### src/rtl/ces_map.svh
// register map, field positions, vectors and fixed counts of the exception sequencer
// assumes a 32-bit AHB-Lite slave with word-aligned registers
`ifndef CES_MAP_SVH
`define CES_MAP_SVH
`define CES_OFF_PRIO 8'h00
`define CES_OFF_TE_LO 8'h04
`define CES_OFF_TE_HI 8'h08
`define CES_OFF_STATUS 8'h0c
`define CES_OFF_CTRL 8'h10
`define CES_OFF_EXC 8'h14
`define CES_NUM_SRC 43
`define CES_NUM_PERIPH 39
`define CES_NUM_GRP 7
`define CES_FIRST_PINS 1
`define CES_FIRST_TIMER 4
`define CES_FIRST_SER1 33
`define CES_FIRST_SER2 37
`define CES_IDX_ADC 41
`define CES_IDX_WDT 42
`define CES_XFER_CAPABLE 43'h3ff_ffff_ffff
`define CES_TE_HI_W 11
`define CES_SR_T 15
`define CES_SR_I_HI 10
`define CES_SR_I_LO 8
`define CES_SR_RESET 16'h0700
`define CES_SR_MASK 16'h8700
`define CES_NMI_LEVEL 3'h7
`define CES_VEC_ADDRERR 8'h03
`define CES_VEC_INVALID 8'h04
`define CES_VEC_ZERODIV 8'h05
`define CES_VEC_TRAPV 8'h06
`define CES_VEC_TRACE 8'h09
`define CES_VEC_NMI 8'h0b
`define CES_VEC_TRAP_BASE 4'h2
`define CES_VEC_IRQ_BASE 8'h40
`define CES_HTRANS_NONSEQ 2'h2
`define CES_SP_REG 3'h7
`endif

### src/rtl/ces_pkg.sv
// types used by the exception sequencer top module
// no constants here: offsets and counts live in ces_map.svh
package ces_pkg;
  typedef enum logic [3:0] {
    CES_CAUSE_NONE = 4'h0,
    CES_CAUSE_INVALID = 4'h1,
    CES_CAUSE_TRAP = 4'h2,
    CES_CAUSE_ZERODIV = 4'h3,
    CES_CAUSE_ADDRERR = 4'h4,
    CES_CAUSE_NMI = 4'h5,
    CES_CAUSE_TRACE = 4'h6,
    CES_CAUSE_IRQ = 4'h7
  } ces_cause_type;
  typedef enum logic [1:0] {
    CES_ST_IDLE = 2'h0,
    CES_ST_SEQ = 2'h1,
    CES_ST_XFER = 2'h2
  } ces_state_type;
endpackage

### src/rtl/ces_arbiter.sv
// priority arbiter over the 43 maskable sources
// assumes request levels stay asserted until serviced
`timescale 1ns/1ps
`include "ces_map.svh"
module ces_arbiter (
  input wire logic [`CES_NUM_SRC-1:0] i_req,
  input wire logic [`CES_NUM_GRP*3-1:0] i_grp_level,
  input wire logic [2:0] i_mask_level,
  output logic o_valid,
  output logic [5:0] o_src,
  output logic [2:0] o_level
);
  logic [2:0] lvl [`CES_NUM_SRC];
  logic [`CES_NUM_SRC-1:0] elig;
  genvar g;
  generate
    for (g = 0; g < `CES_NUM_SRC; g++) begin : g_src
      localparam int GRP = (g < `CES_FIRST_PINS) ? 0 : (g < `CES_FIRST_TIMER) ? 1 :
        (g < `CES_FIRST_SER1) ? 2 : (g < `CES_FIRST_SER2) ? 3 :
        (g < `CES_IDX_ADC) ? 4 : (g < `CES_IDX_WDT) ? 5 : 6;
      assign lvl[g] = i_grp_level[GRP*3 +: 3];
      assign elig[g] = i_req[g] && (lvl[g] > i_mask_level);
    end
  endgenerate
  // highest level wins, lowest index breaks ties
  always_comb begin
    o_valid = 1'b0;
    o_src = 6'h00;
    o_level = 3'h0;
    for (int i = `CES_NUM_SRC - 1; i >= 0; i--) begin
      if (elig[i] && (!o_valid || lvl[i] >= o_level)) begin
        o_valid = 1'b1;
        o_src = 6'(i);
        o_level = lvl[i];
      end
    end
  end
endmodule

### src/rtl/ces_defer.sv
// tracks the one-instruction window in which exceptions are held off
// assumes completion and disabling flags are single-cycle pulses from the core
`timescale 1ns/1ps
module ces_defer (
  input wire logic i_clk_sys,
  input wire logic i_rst,
  input wire logic i_insn_done,
  input wire logic i_insn_disabling,
  input wire logic i_xfer_end,
  output logic o_accept_ok,
  output logic o_defer
);
  logic defer_q;
  // reset, a transfer end or a disabling run each hold off until a plain insn ends
  always_ff @(posedge i_clk_sys or posedge i_rst) begin
    if (i_rst) begin
      defer_q <= 1'b1;
    end else if (i_xfer_end || (i_insn_done && i_insn_disabling)) begin
      defer_q <= 1'b1;
    end else if (i_insn_done) begin
      defer_q <= 1'b0;
    end
  end
  assign o_accept_ok = i_insn_done && !i_insn_disabling;
  assign o_defer = defer_q;
endmodule

### src/rtl/ces_top.sv
// exception sequencer: picks the exception taken at each instruction boundary
// assumes one AHB-Lite master and a core that reports completion pulses
`timescale 1ns/1ps
`include "ces_map.svh"
module ces_top (
  input wire logic i_clk_sys,
  input wire logic i_rst,
  input wire logic i_hsel,
  input wire logic [31:0] i_haddr,
  input wire logic [1:0] i_htrans,
  input wire logic i_hwrite,
  input wire logic [2:0] i_hsize,
  input wire logic [31:0] i_hwdata,
  input wire logic i_hready,
  output logic o_hreadyout,
  output logic o_hresp,
  output logic [31:0] o_hrdata,
  input wire logic i_nmi,
  input wire logic i_flash_busy,
  input wire logic [3:0] i_ext_request_pin_n,
  input wire logic [`CES_NUM_PERIPH-1:0] i_periph_req,
  input wire logic i_insn_done,
  input wire logic i_insn_disabling,
  input wire logic [23:0] i_insn_pc,
  input wire logic [23:0] i_next_pc,
  input wire logic i_invalid_insn,
  input wire logic i_unconditional_trap,
  input wire logic [3:0] i_trap_vector,
  input wire logic i_overflow_trap,
  input wire logic i_ccr_overflow,
  input wire logic i_unsigned_divide_zero,
  input wire logic i_stack_access,
  input wire logic i_sp_lsb,
  input wire logic i_seq_done,
  input wire logic i_ea_autoinc,
  input wire logic [2:0] i_ea_reg,
  input wire logic i_size_byte,
  output logic o_access_byte,
  output logic o_exc_req,
  output logic [3:0] o_exc_cause,
  output logic [15:0] o_exc_vec_addr,
  output logic [23:0] o_saved_pc,
  output logic o_transfer_start,
  output logic [5:0] o_transfer_src,
  input wire logic i_transfer_done,
  output logic o_cpu_halt,
  output logic o_trace_bit,
  output logic [2:0] o_mask_level
);
  ces_pkg::ces_state_type state_q;
  ces_pkg::ces_cause_type cause_d;
  ces_pkg::ces_cause_type cause_q;
  logic [`CES_NUM_GRP*3-1:0] prio_q;
  logic [`CES_NUM_SRC-1:0] te_q;
  logic [15:0] sr_q;
  logic max_mode_q;
  logic nmi_q;
  logic nmi_pend_q;
  logic addr_err_q;
  logic [23:0] pc_q;
  logic [15:0] vec_q;
  logic xfer_start_q;
  logic [5:0] xfer_src_q;
  logic [31:0] rdata_q;
  logic wr_q;
  logic [7:0] waddr_q;
  logic [7:0] vec_num;
  logic [`CES_NUM_SRC-1:0] irq_req;
  logic arb_valid;
  logic [5:0] arb_src;
  logic [2:0] arb_level;
  logic accept_ok;
  logic defer;
  logic take;
  logic trap_now;
  logic to_xfer;
  logic [`CES_NUM_SRC-1:0] xfer_capable;
  logic xfer_end;
  logic addr_phase;
  logic [31:0] rd_val;

  // pins are active low; peripherals follow pin sources
  assign irq_req = {i_periph_req, ~i_ext_request_pin_n};

  ces_arbiter u_arb (
    .i_req(irq_req),
    .i_grp_level(prio_q),
    .i_mask_level(sr_q[`CES_SR_I_HI:`CES_SR_I_LO]),
    .o_valid(arb_valid),
    .o_src(arb_src),
    .o_level(arb_level)
  );

  assign xfer_end = (state_q == ces_pkg::CES_ST_XFER) && i_transfer_done;

  ces_defer u_defer (
    .i_clk_sys(i_clk_sys),
    .i_rst(i_rst),
    .i_insn_done(i_insn_done && (state_q == ces_pkg::CES_ST_IDLE)),
    .i_insn_disabling(i_insn_disabling),
    .i_xfer_end(xfer_end),
    .o_accept_ok(accept_ok),
    .o_defer(defer)
  );

  // nmi edge capture; flash work blocks new edges
  always_ff @(posedge i_clk_sys or posedge i_rst) begin
    if (i_rst) begin
      nmi_q <= 1'b0;
    end else begin
      nmi_q <= i_nmi;
    end
  end

  // odd stack pointer on a stack access
  always_ff @(posedge i_clk_sys or posedge i_rst) begin
    if (i_rst) begin
      addr_err_q <= 1'b0;
    end else if (i_stack_access && i_sp_lsb) begin
      addr_err_q <= 1'b1;
    end else if (take && cause_d == ces_pkg::CES_CAUSE_ADDRERR) begin
      addr_err_q <= 1'b0;
    end
  end

  always_ff @(posedge i_clk_sys or posedge i_rst) begin
    if (i_rst) begin
      nmi_pend_q <= 1'b0;
    end else if (i_nmi && !nmi_q && !i_flash_busy) begin
      nmi_pend_q <= 1'b1;
    end else if (take && cause_d == ces_pkg::CES_CAUSE_NMI) begin
      nmi_pend_q <= 1'b0;
    end
  end

  // boundary decision: instruction faults first, then deferrable ones
  assign trap_now = i_unconditional_trap || (i_overflow_trap && i_ccr_overflow);
  always_comb begin
    cause_d = ces_pkg::CES_CAUSE_NONE;
    if (i_invalid_insn) begin
      cause_d = ces_pkg::CES_CAUSE_INVALID;
    end else if (trap_now) begin
      cause_d = ces_pkg::CES_CAUSE_TRAP;
    end else if (i_unsigned_divide_zero) begin
      cause_d = ces_pkg::CES_CAUSE_ZERODIV;
    end else if (!accept_ok) begin
      cause_d = ces_pkg::CES_CAUSE_NONE;
    end else if (addr_err_q) begin
      cause_d = ces_pkg::CES_CAUSE_ADDRERR;
    end else if (nmi_pend_q) begin
      cause_d = ces_pkg::CES_CAUSE_NMI;
    end else if (sr_q[`CES_SR_T]) begin
      cause_d = ces_pkg::CES_CAUSE_TRACE;
    end else if (arb_valid) begin
      cause_d = ces_pkg::CES_CAUSE_IRQ;
    end
  end

  assign take = i_insn_done && (state_q == ces_pkg::CES_ST_IDLE) &&
    (cause_d != ces_pkg::CES_CAUSE_NONE);
  // sources that may start the engine; the watchdog never does
  assign xfer_capable = `CES_XFER_CAPABLE;
  assign to_xfer = (cause_d == ces_pkg::CES_CAUSE_IRQ) && te_q[arb_src] &&
    xfer_capable[arb_src];

  always_comb begin
    unique case (cause_d)
      ces_pkg::CES_CAUSE_INVALID: vec_num = `CES_VEC_INVALID;
      ces_pkg::CES_CAUSE_TRAP: vec_num = i_unconditional_trap ?
        {`CES_VEC_TRAP_BASE, i_trap_vector} : `CES_VEC_TRAPV;
      ces_pkg::CES_CAUSE_ZERODIV: vec_num = `CES_VEC_ZERODIV;
      ces_pkg::CES_CAUSE_ADDRERR: vec_num = `CES_VEC_ADDRERR;
      ces_pkg::CES_CAUSE_NMI: vec_num = `CES_VEC_NMI;
      ces_pkg::CES_CAUSE_TRACE: vec_num = `CES_VEC_TRACE;
      ces_pkg::CES_CAUSE_IRQ: vec_num = `CES_VEC_IRQ_BASE + {2'h0, arb_src};
      default: vec_num = 8'h00;
    endcase
  end

  // sequencer state
  always_ff @(posedge i_clk_sys or posedge i_rst) begin
    if (i_rst) begin
      state_q <= ces_pkg::CES_ST_IDLE;
    end else begin
      unique case (state_q)
        ces_pkg::CES_ST_IDLE: begin
          if (take) begin
            state_q <= to_xfer ? ces_pkg::CES_ST_XFER : ces_pkg::CES_ST_SEQ;
          end
        end
        ces_pkg::CES_ST_SEQ: begin
          if (i_seq_done) begin
            state_q <= ces_pkg::CES_ST_IDLE;
          end
        end
        ces_pkg::CES_ST_XFER: begin
          if (i_transfer_done) begin
            state_q <= ces_pkg::CES_ST_IDLE;
          end
        end
        default: state_q <= ces_pkg::CES_ST_IDLE;
      endcase
    end
  end

  // exception answer held for the core until its sequence ends
  always_ff @(posedge i_clk_sys or posedge i_rst) begin
    if (i_rst) begin
      cause_q <= ces_pkg::CES_CAUSE_NONE;
      pc_q <= 24'h00_0000;
      vec_q <= 16'h0000;
    end else if (take && !to_xfer) begin
      cause_q <= cause_d;
      pc_q <= (cause_d == ces_pkg::CES_CAUSE_INVALID) ? i_insn_pc : i_next_pc;
      vec_q <= max_mode_q ? {6'h00, vec_num, 2'h0} : {7'h00, vec_num, 1'h0};
    end
  end

  always_ff @(posedge i_clk_sys or posedge i_rst) begin
    if (i_rst) begin
      xfer_start_q <= 1'b0;
      xfer_src_q <= 6'h00;
    end else begin
      xfer_start_q <= take && to_xfer;
      if (take && to_xfer) begin
        xfer_src_q <= arb_src;
      end
    end
  end

  // bus address phase capture
  assign addr_phase = i_hsel && i_hready && (i_htrans == `CES_HTRANS_NONSEQ);
  always_ff @(posedge i_clk_sys or posedge i_rst) begin
    if (i_rst) begin
      wr_q <= 1'b0;
      waddr_q <= 8'h00;
    end else begin
      wr_q <= addr_phase && i_hwrite;
      if (addr_phase) begin
        waddr_q <= {i_haddr[7:2], 2'h0};
      end
    end
  end

  // software configuration
  always_ff @(posedge i_clk_sys or posedge i_rst) begin
    if (i_rst) begin
      prio_q <= '0;
      te_q <= '0;
      max_mode_q <= 1'b0;
    end else if (wr_q) begin
      if (waddr_q == `CES_OFF_PRIO) begin
        for (int g = 0; g < `CES_NUM_GRP; g++) begin
          prio_q[g*3 +: 3] <= i_hwdata[g*4 +: 3];
        end
      end
      if (waddr_q == `CES_OFF_TE_LO) begin
        te_q[31:0] <= i_hwdata;
      end
      if (waddr_q == `CES_OFF_TE_HI) begin
        te_q[`CES_NUM_SRC-1:32] <= i_hwdata[`CES_TE_HI_W-1:0];
      end
      if (waddr_q == `CES_OFF_CTRL) begin
        max_mode_q <= i_hwdata[0];
      end
    end
  end

  // status register: exception entry overrides a software write
  always_ff @(posedge i_clk_sys or posedge i_rst) begin
    if (i_rst) begin
      sr_q <= `CES_SR_RESET;
    end else if (take && !to_xfer) begin
      if (cause_d == ces_pkg::CES_CAUSE_NMI) begin
        sr_q[`CES_SR_I_HI:`CES_SR_I_LO] <= `CES_NMI_LEVEL;
      end else if (cause_d == ces_pkg::CES_CAUSE_IRQ) begin
        sr_q[`CES_SR_I_HI:`CES_SR_I_LO] <= arb_level;
      end else begin
        sr_q[`CES_SR_T] <= 1'b0;
      end
    end else if (wr_q && waddr_q == `CES_OFF_STATUS) begin
      sr_q <= i_hwdata[15:0] & `CES_SR_MASK;
    end
  end

  // read mux sampled in the address phase
  always_comb begin
    unique case ({i_haddr[7:2], 2'h0})
      `CES_OFF_PRIO: begin
        rd_val = 32'h0000_0000;
        for (int g = 0; g < `CES_NUM_GRP; g++) begin
          rd_val[g*4 +: 3] = prio_q[g*3 +: 3];
        end
      end
      `CES_OFF_TE_LO: rd_val = te_q[31:0];
      `CES_OFF_TE_HI: rd_val = {21'h00_0000, te_q[`CES_NUM_SRC-1:32]};
      `CES_OFF_STATUS: rd_val = {16'h0000, sr_q};
      `CES_OFF_CTRL: rd_val = {31'h0000_0000, max_mode_q};
      `CES_OFF_EXC: rd_val = {pc_q[15:0], 4'h0, addr_err_q, nmi_pend_q, defer,
        1'b0, 2'h0, state_q, cause_q};
      default: rd_val = 32'h0000_0000;
    endcase
  end

  always_ff @(posedge i_clk_sys or posedge i_rst) begin
    if (i_rst) begin
      rdata_q <= 32'h0000_0000;
    end else if (addr_phase && !i_hwrite) begin
      rdata_q <= rd_val;
    end
  end

  // pointer auto-modify through the stack pointer forces word size
  assign o_access_byte = i_size_byte && !(i_ea_autoinc && i_ea_reg == `CES_SP_REG);

  assign o_hreadyout = 1'b1;
  assign o_hresp = 1'b0;
  assign o_hrdata = rdata_q;
  assign o_exc_req = (state_q == ces_pkg::CES_ST_SEQ);
  assign o_exc_cause = cause_q;
  assign o_exc_vec_addr = vec_q;
  assign o_saved_pc = pc_q;
  assign o_transfer_start = xfer_start_q;
  assign o_transfer_src = xfer_src_q;
  assign o_cpu_halt = (state_q == ces_pkg::CES_ST_XFER);
  assign o_trace_bit = sr_q[`CES_SR_T];
  assign o_mask_level = sr_q[`CES_SR_I_HI:`CES_SR_I_LO];
endmodule

### config.mk
export PLATFORM = sky130hd
export DESIGN_NAME = ces_top
export DESIGN_NICKNAME = d
export VERILOG_FILES = /design/src/rtl/ces_pkg.sv /design/src/rtl/ces_arbiter.sv /design/src/rtl/ces_defer.sv /design/src/rtl/ces_top.sv
export VERILOG_INCLUDE_DIRS = /design/src /design/src/rtl
export SDC_FILE = /design/constraint.sdc
export NUM_CORES = 1
export LEC_CHECK = 0
export BUFFER_PORTS_ARGS = -buffer_cell sky130_fd_sc_hd__buf_2
export CAP_MARGIN = 20
export CORE_ASPECT_RATIO = 1.75
export CORE_MARGIN = 4
export CORE_UTILIZATION = 35
export CTS_CLUSTER_SIZE = 16
export DETAILED_ROUTE_END_ITERATION = 7
export PLACE_DENSITY_LB_ADDON = 0.2
export SETUP_SLACK_MARGIN = 0.4
export SLEW_MARGIN = 20
export SYNTH_ARGS = -nofsm -noshare
export SYNTH_HDL_FRONTEND = slang
export SYNTH_SLANG_ARGS = --single-unit
### constraint.sdc
create_clock -name i_clk_sys -period 75.7 [get_ports i_clk_sys]
set_input_delay 3.785 -clock i_clk_sys [delete_from_list [all_inputs] [get_ports i_clk_sys]]
set_output_delay 3.785 -clock i_clk_sys [all_outputs]
set_load 0.01 [all_outputs]
Word-level counts from Yosys, hierarchy flattened
Memories as Yosys holds them, arrays and structs flattened.
Cells that the tools add are included.
{"block": "word_totals", "regBits": 165, "latchBits": 0, "ram_bits": 0, "rom_bits": 64, "in_bits": 187, "mem_count": 1}
{"memory": "(no name shown)", "words": 64, "word_bits": 1, "rd": 1, "rd_clocked_by_memory_dff": 0, "write_ports": 0, "line_no": "ces_top.sv:164", "text": "xfer_capable[arb_src];"}
{"block": "op_classes", "add_sub_neg": 1, "multipliers": 0, "div": 0, "magnitude_cmp": 50, "n_eq_ne": 26, "shifts": 0, "n_mux": 163, "bitwise_logic": 1, "reduce_logical": 214}
{"op": "two-way mux 6 bit", "n": 44}
{"op": "case mux 32 bit (6 select lines)", "n": 1}
{"op": "two-way mux 3 bit", "n": 54}
{"op": ">= comparator 3 bit", "n": 42}
{"op": "logical AND 1 bit", "n": 107}
{"op": "case mux 8 bit (7 select lines)", "n": 1}
{"op": "two-way mux 1 bit", "n": 54}
{"op": "logical NOT 1 bit", "n": 48}
{"op": "logical OR 1 bit", "n": 44}
{"op": "== test 6 x 2 -> 1 bit, second input constant", "n": 4}
{"op": "two-way mux 24 bit", "n": 1}
{"op": "greater-than comparator 3 bit", "n": 7}
{"op": "== test 6 x 3 -> 1 bit, second input constant", "n": 3}
{"op": "== test 4 x 3 -> 1 bit, second input constant", "n": 4}
{"op": "two-way mux 16 bit", "n": 1}
{"op": "== test 6 x 1 -> 1 bit, second input constant", "n": 2}
{"op": "two-way mux 10 bit", "n": 1}
{"op": "inequality test 2 bit, second input constant", "n": 5}
{"op": "AND reduction 2 bit", "n": 5}
{"op": "adder 7 x 6 -> 8 bit, first input constant", "n": 1}
{"op": "== test 4 x 2 -> 1 bit, second input constant", "n": 2}
{"op": "logical NOT 8 bit", "n": 1}
{"op": "two-way mux 2 bit", "n": 4}
{"op": "nonzero test 2 bit", "n": 4}
{"op": "other kinds (13)", "n": 15}

Logic depth before layout (Yosys ltp)
{"block": "logic_depth", "word_depth": 186, "mapped_depth": 332, "ltp_nobuf": 326}

By module
From an unflattened synthesis, not the netlist that was laid out.
{"block": "unflattened", "cells_unflattened": 1735, "area_unflattened_um2": 14765.4}
{"mod": "ces_top", "instances": 1, "cells_per_inst": 660, "area_each_um2": 7403.4, "seq_area_each_um2": 3882.5}
{"mod": "ces_arbiter", "instances": 1, "cells_per_inst": 1070, "area_each_um2": 7303.3, "seq_area_each_um2": 0.0}
{"mod": "ces_defer", "instances": 1, "cells_per_inst": 5, "area_each_um2": 58.8, "seq_area_each_um2": 26.3}

Worst setup path after synthesis
No wires, ideal clock.
{"block": "synth_path", "kind": "input port to flip-flop", "startpoint": "in i_periph_req[38]", "endpoint": "reg pc_q[16], in the netlist o_saved_pc[16]", "setup_ns": 0.125, "arrival_ns": 60.790, "t_required_ns": 75.575, "path_slack_ns": 14.785, "stages": 313, "cell_sequence": "nand3_1 -> nor2_1 -> ha_1 -> nand2b_1 -> a21o_1 -> a21oi_1 -> a21oi_2 -> mux2_2 -> ha_1 -> nand2b_1 -> a21o_1 -> a21oi_1 -> o21ai_0 -> nand3_1 -> nor2_1 -> a21oi_1 -> inv_1 -> ha_1 -> [277 not listed] -> a211o_1 -> nand2_1 -> mux2_2 -> ha_1 -> nand2b_1 -> a21oi_1 -> nor2b_1 -> o31ai_1 -> clkbuf_1 -> o21ai_1 -> nand2_1 -> buf_2 -> mux2_2 -> a311oi_2 -> o2111ai_2 -> nand2_4 -> buf_6 -> mux2_4"}
{"block": "synth_between", "elab_chain_len": 183}
{"element": "start: declaration", "line_no": "ces_top.sv:21", "text": "input wire logic [`CES_NUM_PERIPH-1:0] i_periph_req,"}
{"element": "logical AND 1 bit *", "line_no": "ces_arbiter.sv:22", "text": "assign elig[g] = i_req[g] && (lvl[g] > i_mask_level);"}
{"element": "two-way mux 3 bit / two-way mux 1 bit (equally long branches)", "line_no": "ces_arbiter.sv:31", "text": "if (elig[i] && (!o_valid || lvl[i] >= o_level)) begin"}
{"element": ">= comparator 3 bit / logical NOT 1 bit (equally long branches)", "line_no": "ces_arbiter.sv:31"}
{"element": "logical OR 1 bit", "line_no": "ces_arbiter.sv:31"}
{"element": "logical AND 1 bit", "line_no": "ces_arbiter.sv:31"}
{"element": "two-way mux 3 bit / two-way mux 1 bit (equally long branches)", "line_no": "ces_arbiter.sv:31"}
{"element": ">= comparator 3 bit / logical NOT 1 bit (equally long branches)", "line_no": "ces_arbiter.sv:31"}
{"element": "logical OR 1 bit", "line_no": "ces_arbiter.sv:31"}
{"element": "[166 not listed]"}
{"element": "two-way mux 3 bit", "line_no": "ces_top.sv:146", "text": "end else if (!accept_ok) begin"}
{"element": "two-way mux 3 bit", "line_no": "ces_top.sv:144", "text": "end else if (i_unsigned_divide_zero) begin"}
{"element": "two-way mux 3 bit", "line_no": "ces_top.sv:142", "text": "end else if (trap_now) begin"}
{"element": "two-way mux 3 bit", "line_no": "ces_top.sv:140", "text": "if (i_invalid_insn) begin"}
{"element": "== test 4 x 3 -> 1 bit", "line_no": "ces_top.sv:163", "text": "assign to_xfer = (cause_d == ces_pkg::CES_CAUSE_IRQ) && te_q[arb_src] &&"}
{"element": "logical AND 1 bit (2 in a row)", "line_no": "ces_top.sv:163"}
{"element": "logical NOT 1 bit", "line_no": "ces_top.sv:212", "text": "end else if (take && !to_xfer) begin"}
{"element": "logical AND 1 bit", "line_no": "ces_top.sv:212"}
{"element": "end signal: assignment", "line_no": "ces_top.sv:214", "text": "pc_q <= (cause_d == ces_pkg::CES_CAUSE_INVALID) ? i_insn_pc : i_next_pc;"}
{"element": "end: declaration", "line_no": "ces_top.sv:60", "text": "logic [23:0] pc_q;"}
Mark *: on every way between the ends. The rest lies on a longest branch, timed or not. The select of a mux whose other input is x is not followed.
A chain may end at the register's enable or synchronous reset.

Final worst setup path
{"block": "layout_path", "startpoint": "in i_periph_req[38]", "endpoint": "reg pc_q[21], in the netlist o_saved_pc[21]"}
Same word-level chain as after synthesis.

==> results.md <==
* Routed WL at 55800 um
* Fin. max-slew vios at 0
* Non-Filler Instances at 2569
* Worst path slowest cell: or4b_2
* Tightest Pin Transition at 1.15 ns
* # nets final at 2295
* Row cnt at 100
* R2R Path Start: sr_q[10]
* Drt drc at 0
* Reg area at 3910 um^2
* CTS tree: yes
* F_max at 0.0143 GHz
* Hold Path End: o_hrdata[2]
* DIE WIDTH at 165 um
* Antenna violations before repair at 0
* Number of cells on the worst hold path at 1
* IO Count at 279
* RSZ-0062 raised after global routing: no
* Max clock buf depth at 2
* Clock latency on the worst-skew pair at 0.44 ns
* Worst hold margin at 0.479 ns
* Hold Crit Start: o_hrdata[2]
* Post-route ant nets at 0
* Vias in the first global route at 15.5k
* Mean number of vias per cell at 5.89
* Post-Layout Inst Area at 17600 um^2
* Fin. Hold Viols at 0
* Root Buffer: clkbuf_16
* Synth Warn # at 0
* Max-Cap Viols at 0
* Syn Inst Count at 1787
* Tcrit/Tclk final at 92.6%
* Average footprint of a synthesized cell at 8.48 um^2
* # clock sinks at 156
* Gr ovfl total at 0
* Min cycle time layout at 70.10 ns
* Type of origin of the critical path: input port
* Fillcell total at 4348
* Top_reg_cell synth: dfrtp_1
* Die area at 46800 um^2
* Sequential cell area fraction in the yosys report at 25.8%
* Gr usage total at 23.2%
* Cell taking the most area after synthesis: dfrtp_1
* Num CTS Buffers at 17
* Count of input and output buffers at 238
* Placer congestion estimate at 0.921
* CP arrival at 70.42 ns
* Worst setup EP type: flip-flop
* CP dominant cell by count: ha_1
* Final Setup Violations at 0
* Hold Path Class: flip-flop to flip-flop
* Post-synthesis cell type count at 113
* Clk slew on worst S/H paths at 0.07 ns
* Cell Area, Placed at 16900 um^2
* R2r endpoint: o_saved_pc[21]
* Routed wire per std cell at 21.7 um
* Data required time at the worst endpoint at 76.02 ns
* Setup TNS Final at 0 ns
* Via count at 15.1k
* Critical path type: input port to flip-flop
* Largest net degree at the start of global routing at 91
* Post-synthesis sequential element count at 156
* Mapped Area at 15200 um^2
* Share of layout cells above drive strength 1 at 25.9%
* Area grow syn2layout at 16.1%
* Worst relative slew slack at 23.3%
* Core Area at 42700 um^2
* Initial DRC Count at 813
* Status: complete, no violations
* CP max stage delay at 0.63 ns
* Max FO, Critical Path at 41
* Top cell type's share of synthesized area at 25.1%
* Initial Util at 35.5%
* Reg2reg setup slack at 7.54 ns
* Die height at 283 um
* Synth top area cells: dfrtp_1 (25%), mux2_2 (9.6%), ha_1 (9.3%)
* Detailed-placement wirelength estimate at 44300 um
* Clock Skew at 0.00990 ns
* DP Cell Count at 2532
* DRT Pass-1 Iters at 8
* Number of flops mapped to enable cells by yosys at 0
* FF-to-FF path depth at 316
* Async set-reset flop share out of synthesis at 100%
* H-tree depth at 4
* Antenna Cells at 0
* Area occupied by multi-input gates at 10700 um^2
* First-pass GRT wire length at 86300 um
metal layers:
metal  vias up  part of all wire [%]  GRT usage [%]
met5         -                     0              0
met4         0                   4.8           10.4
met3       137                   5.2           3.45
met2       540                    54           44.5
met1      7307                    36           24.2
li1       7160                     -              -
cell families (layout without fill, tap and decap cells):
logic type	after synthesis	after routing	synth area share [%]
multiplexers	195	195	14.7
AO/OA/AOI/OAI	588	588	26.6
other	2	11	0.0496
adder cells (fa/ha/maj)	113	113	9.33
AND/OR/NAND/NOR	570	570	18.9
buffers and inverters	163	375	4.61
flip-flops	156	156	25.8
critical path, delay by kind of cell:
family	cells	cell delay, ns
compound gates	127	26.85
fa+ha+maj	42	10.92
simple gates	91	16.26
mux	29	10.00
buf+inv	24	2.44
flip-flops by register name, indices dropped and copies added, names as in the netlist:
| register | count |
|---|---|
| prio_q | 21 |
| o_exc_cause | 3 |
| sr_q | 4 |
| o_hrdata | 32 |
| o_transfer_start | 1 |
| addr_err_q | 1 |
| o_transfer_src | 6 |
| u_defer.o_defer | 1 |
| nmi_pend_q | 1 |
| nmi_q | 1 |
| o_exc_vec_addr | 8 |
| te_q | 43 |
| o_saved_pc | 24 |
| waddr_q | 6 |
| state_q | 2 |
| wr_q | 1 |
| max_mode_q | 1 |
stage by stage:
| step | worst slack, ns | util (%) |
|---|---|---|
| 2_1_floorplan | 14.79 | - |
| 3_3_place_gp | 3.58 | 39.5 |
| 3_5_place_dp | 2.91 | 39.5 |
| 4_1_cts | 3.08 | 40.9 |
| 5_1_grt | 0.349 | 41.2 |
| 6_report | 5.60 | 41.2 |
cell usage in the layout, fill, tap and decap left out, drive strengths merged, types with 30 or more instances in the layout:
cell type and instances:
a21o 30, a21oi 130, a31oi 45, buf 258, dfrtp 152, ha 113
inv 91, mux2 153, mux2i 41, nand2 185, nand2b 32, nand3 58
nor2 108, nor3 32, o21ai 145
worst max-delay path by stage:
stage	startpoint	end	slack, ns	depth (start not counted)
after floorplan	i_periph_req[38]	o_saved_pc[16]	14.79	313
after global placement	i_periph_req[38]	o_saved_pc[23]	3.58	309
final	i_periph_req[38]	o_saved_pc[21]	5.60	313
after detailed placement	i_periph_req[38]	o_saved_pc[23]	2.91	310
after global routing	i_periph_req[38]	o_saved_pc[20]	0.35	314
after CTS	i_periph_req[38]	o_saved_pc[21]	3.08	310
final cells by class:
cell class,instances,share of cell area (%)
clock buffer,18,2.50
clock inverter,14,0.860
inverter,85,1.84
multi-input combinational,1477,60.9
sequential,156,22.2
tap,561,3.99
timing repair buffer,258,7.71
timing repair:
action / 4_1_cts / 5_1_grt
setup buffers: 0 / 4
endpoints found under the setup margin: 0 / 48
hold buffers: 0 / 0
gates resized for setup: 0 / 23
cell usage after synthesis, types with 10 or more instances:
| master | n |
|---|---|
| nand2_1 | 183 |
| dfrtp_1 | 152 |
| o21ai_0 | 134 |
| mux2_2 | 129 |
| a21oi_1 | 126 |
| ha_1 | 113 |
| nor2_1 | 107 |
| inv_1 | 84 |
| nand3_1 | 56 |
| clkbuf_1 | 49 |
| a31oi_1 | 44 |
| mux2i_1 | 41 |
| nand2b_1 | 32 |
| nor3_1 | 31 |
| a21o_1 | 28 |
| a22oi_1 | 26 |
| nor2b_1 | 26 |
| and2_1 | 25 |
| and3_1 | 24 |
| o211ai_1 | 23 |
| mux2_4 | 19 |
| or3_1 | 14 |
| buf_4 | 13 |
| a211o_1 | 12 |
| nand4_1 | 12 |
| nor4_1 | 12 |
| a21boi_0 | 11 |
| o211a_1 | 11 |
| o21a_1 | 11 |
| a211oi_1 | 10 |
| buf_2 | 10 |
Power is left out: the tool's default activity adds up to more than one toggle a clock period on the data nets, which glitch-free logic cannot reach.
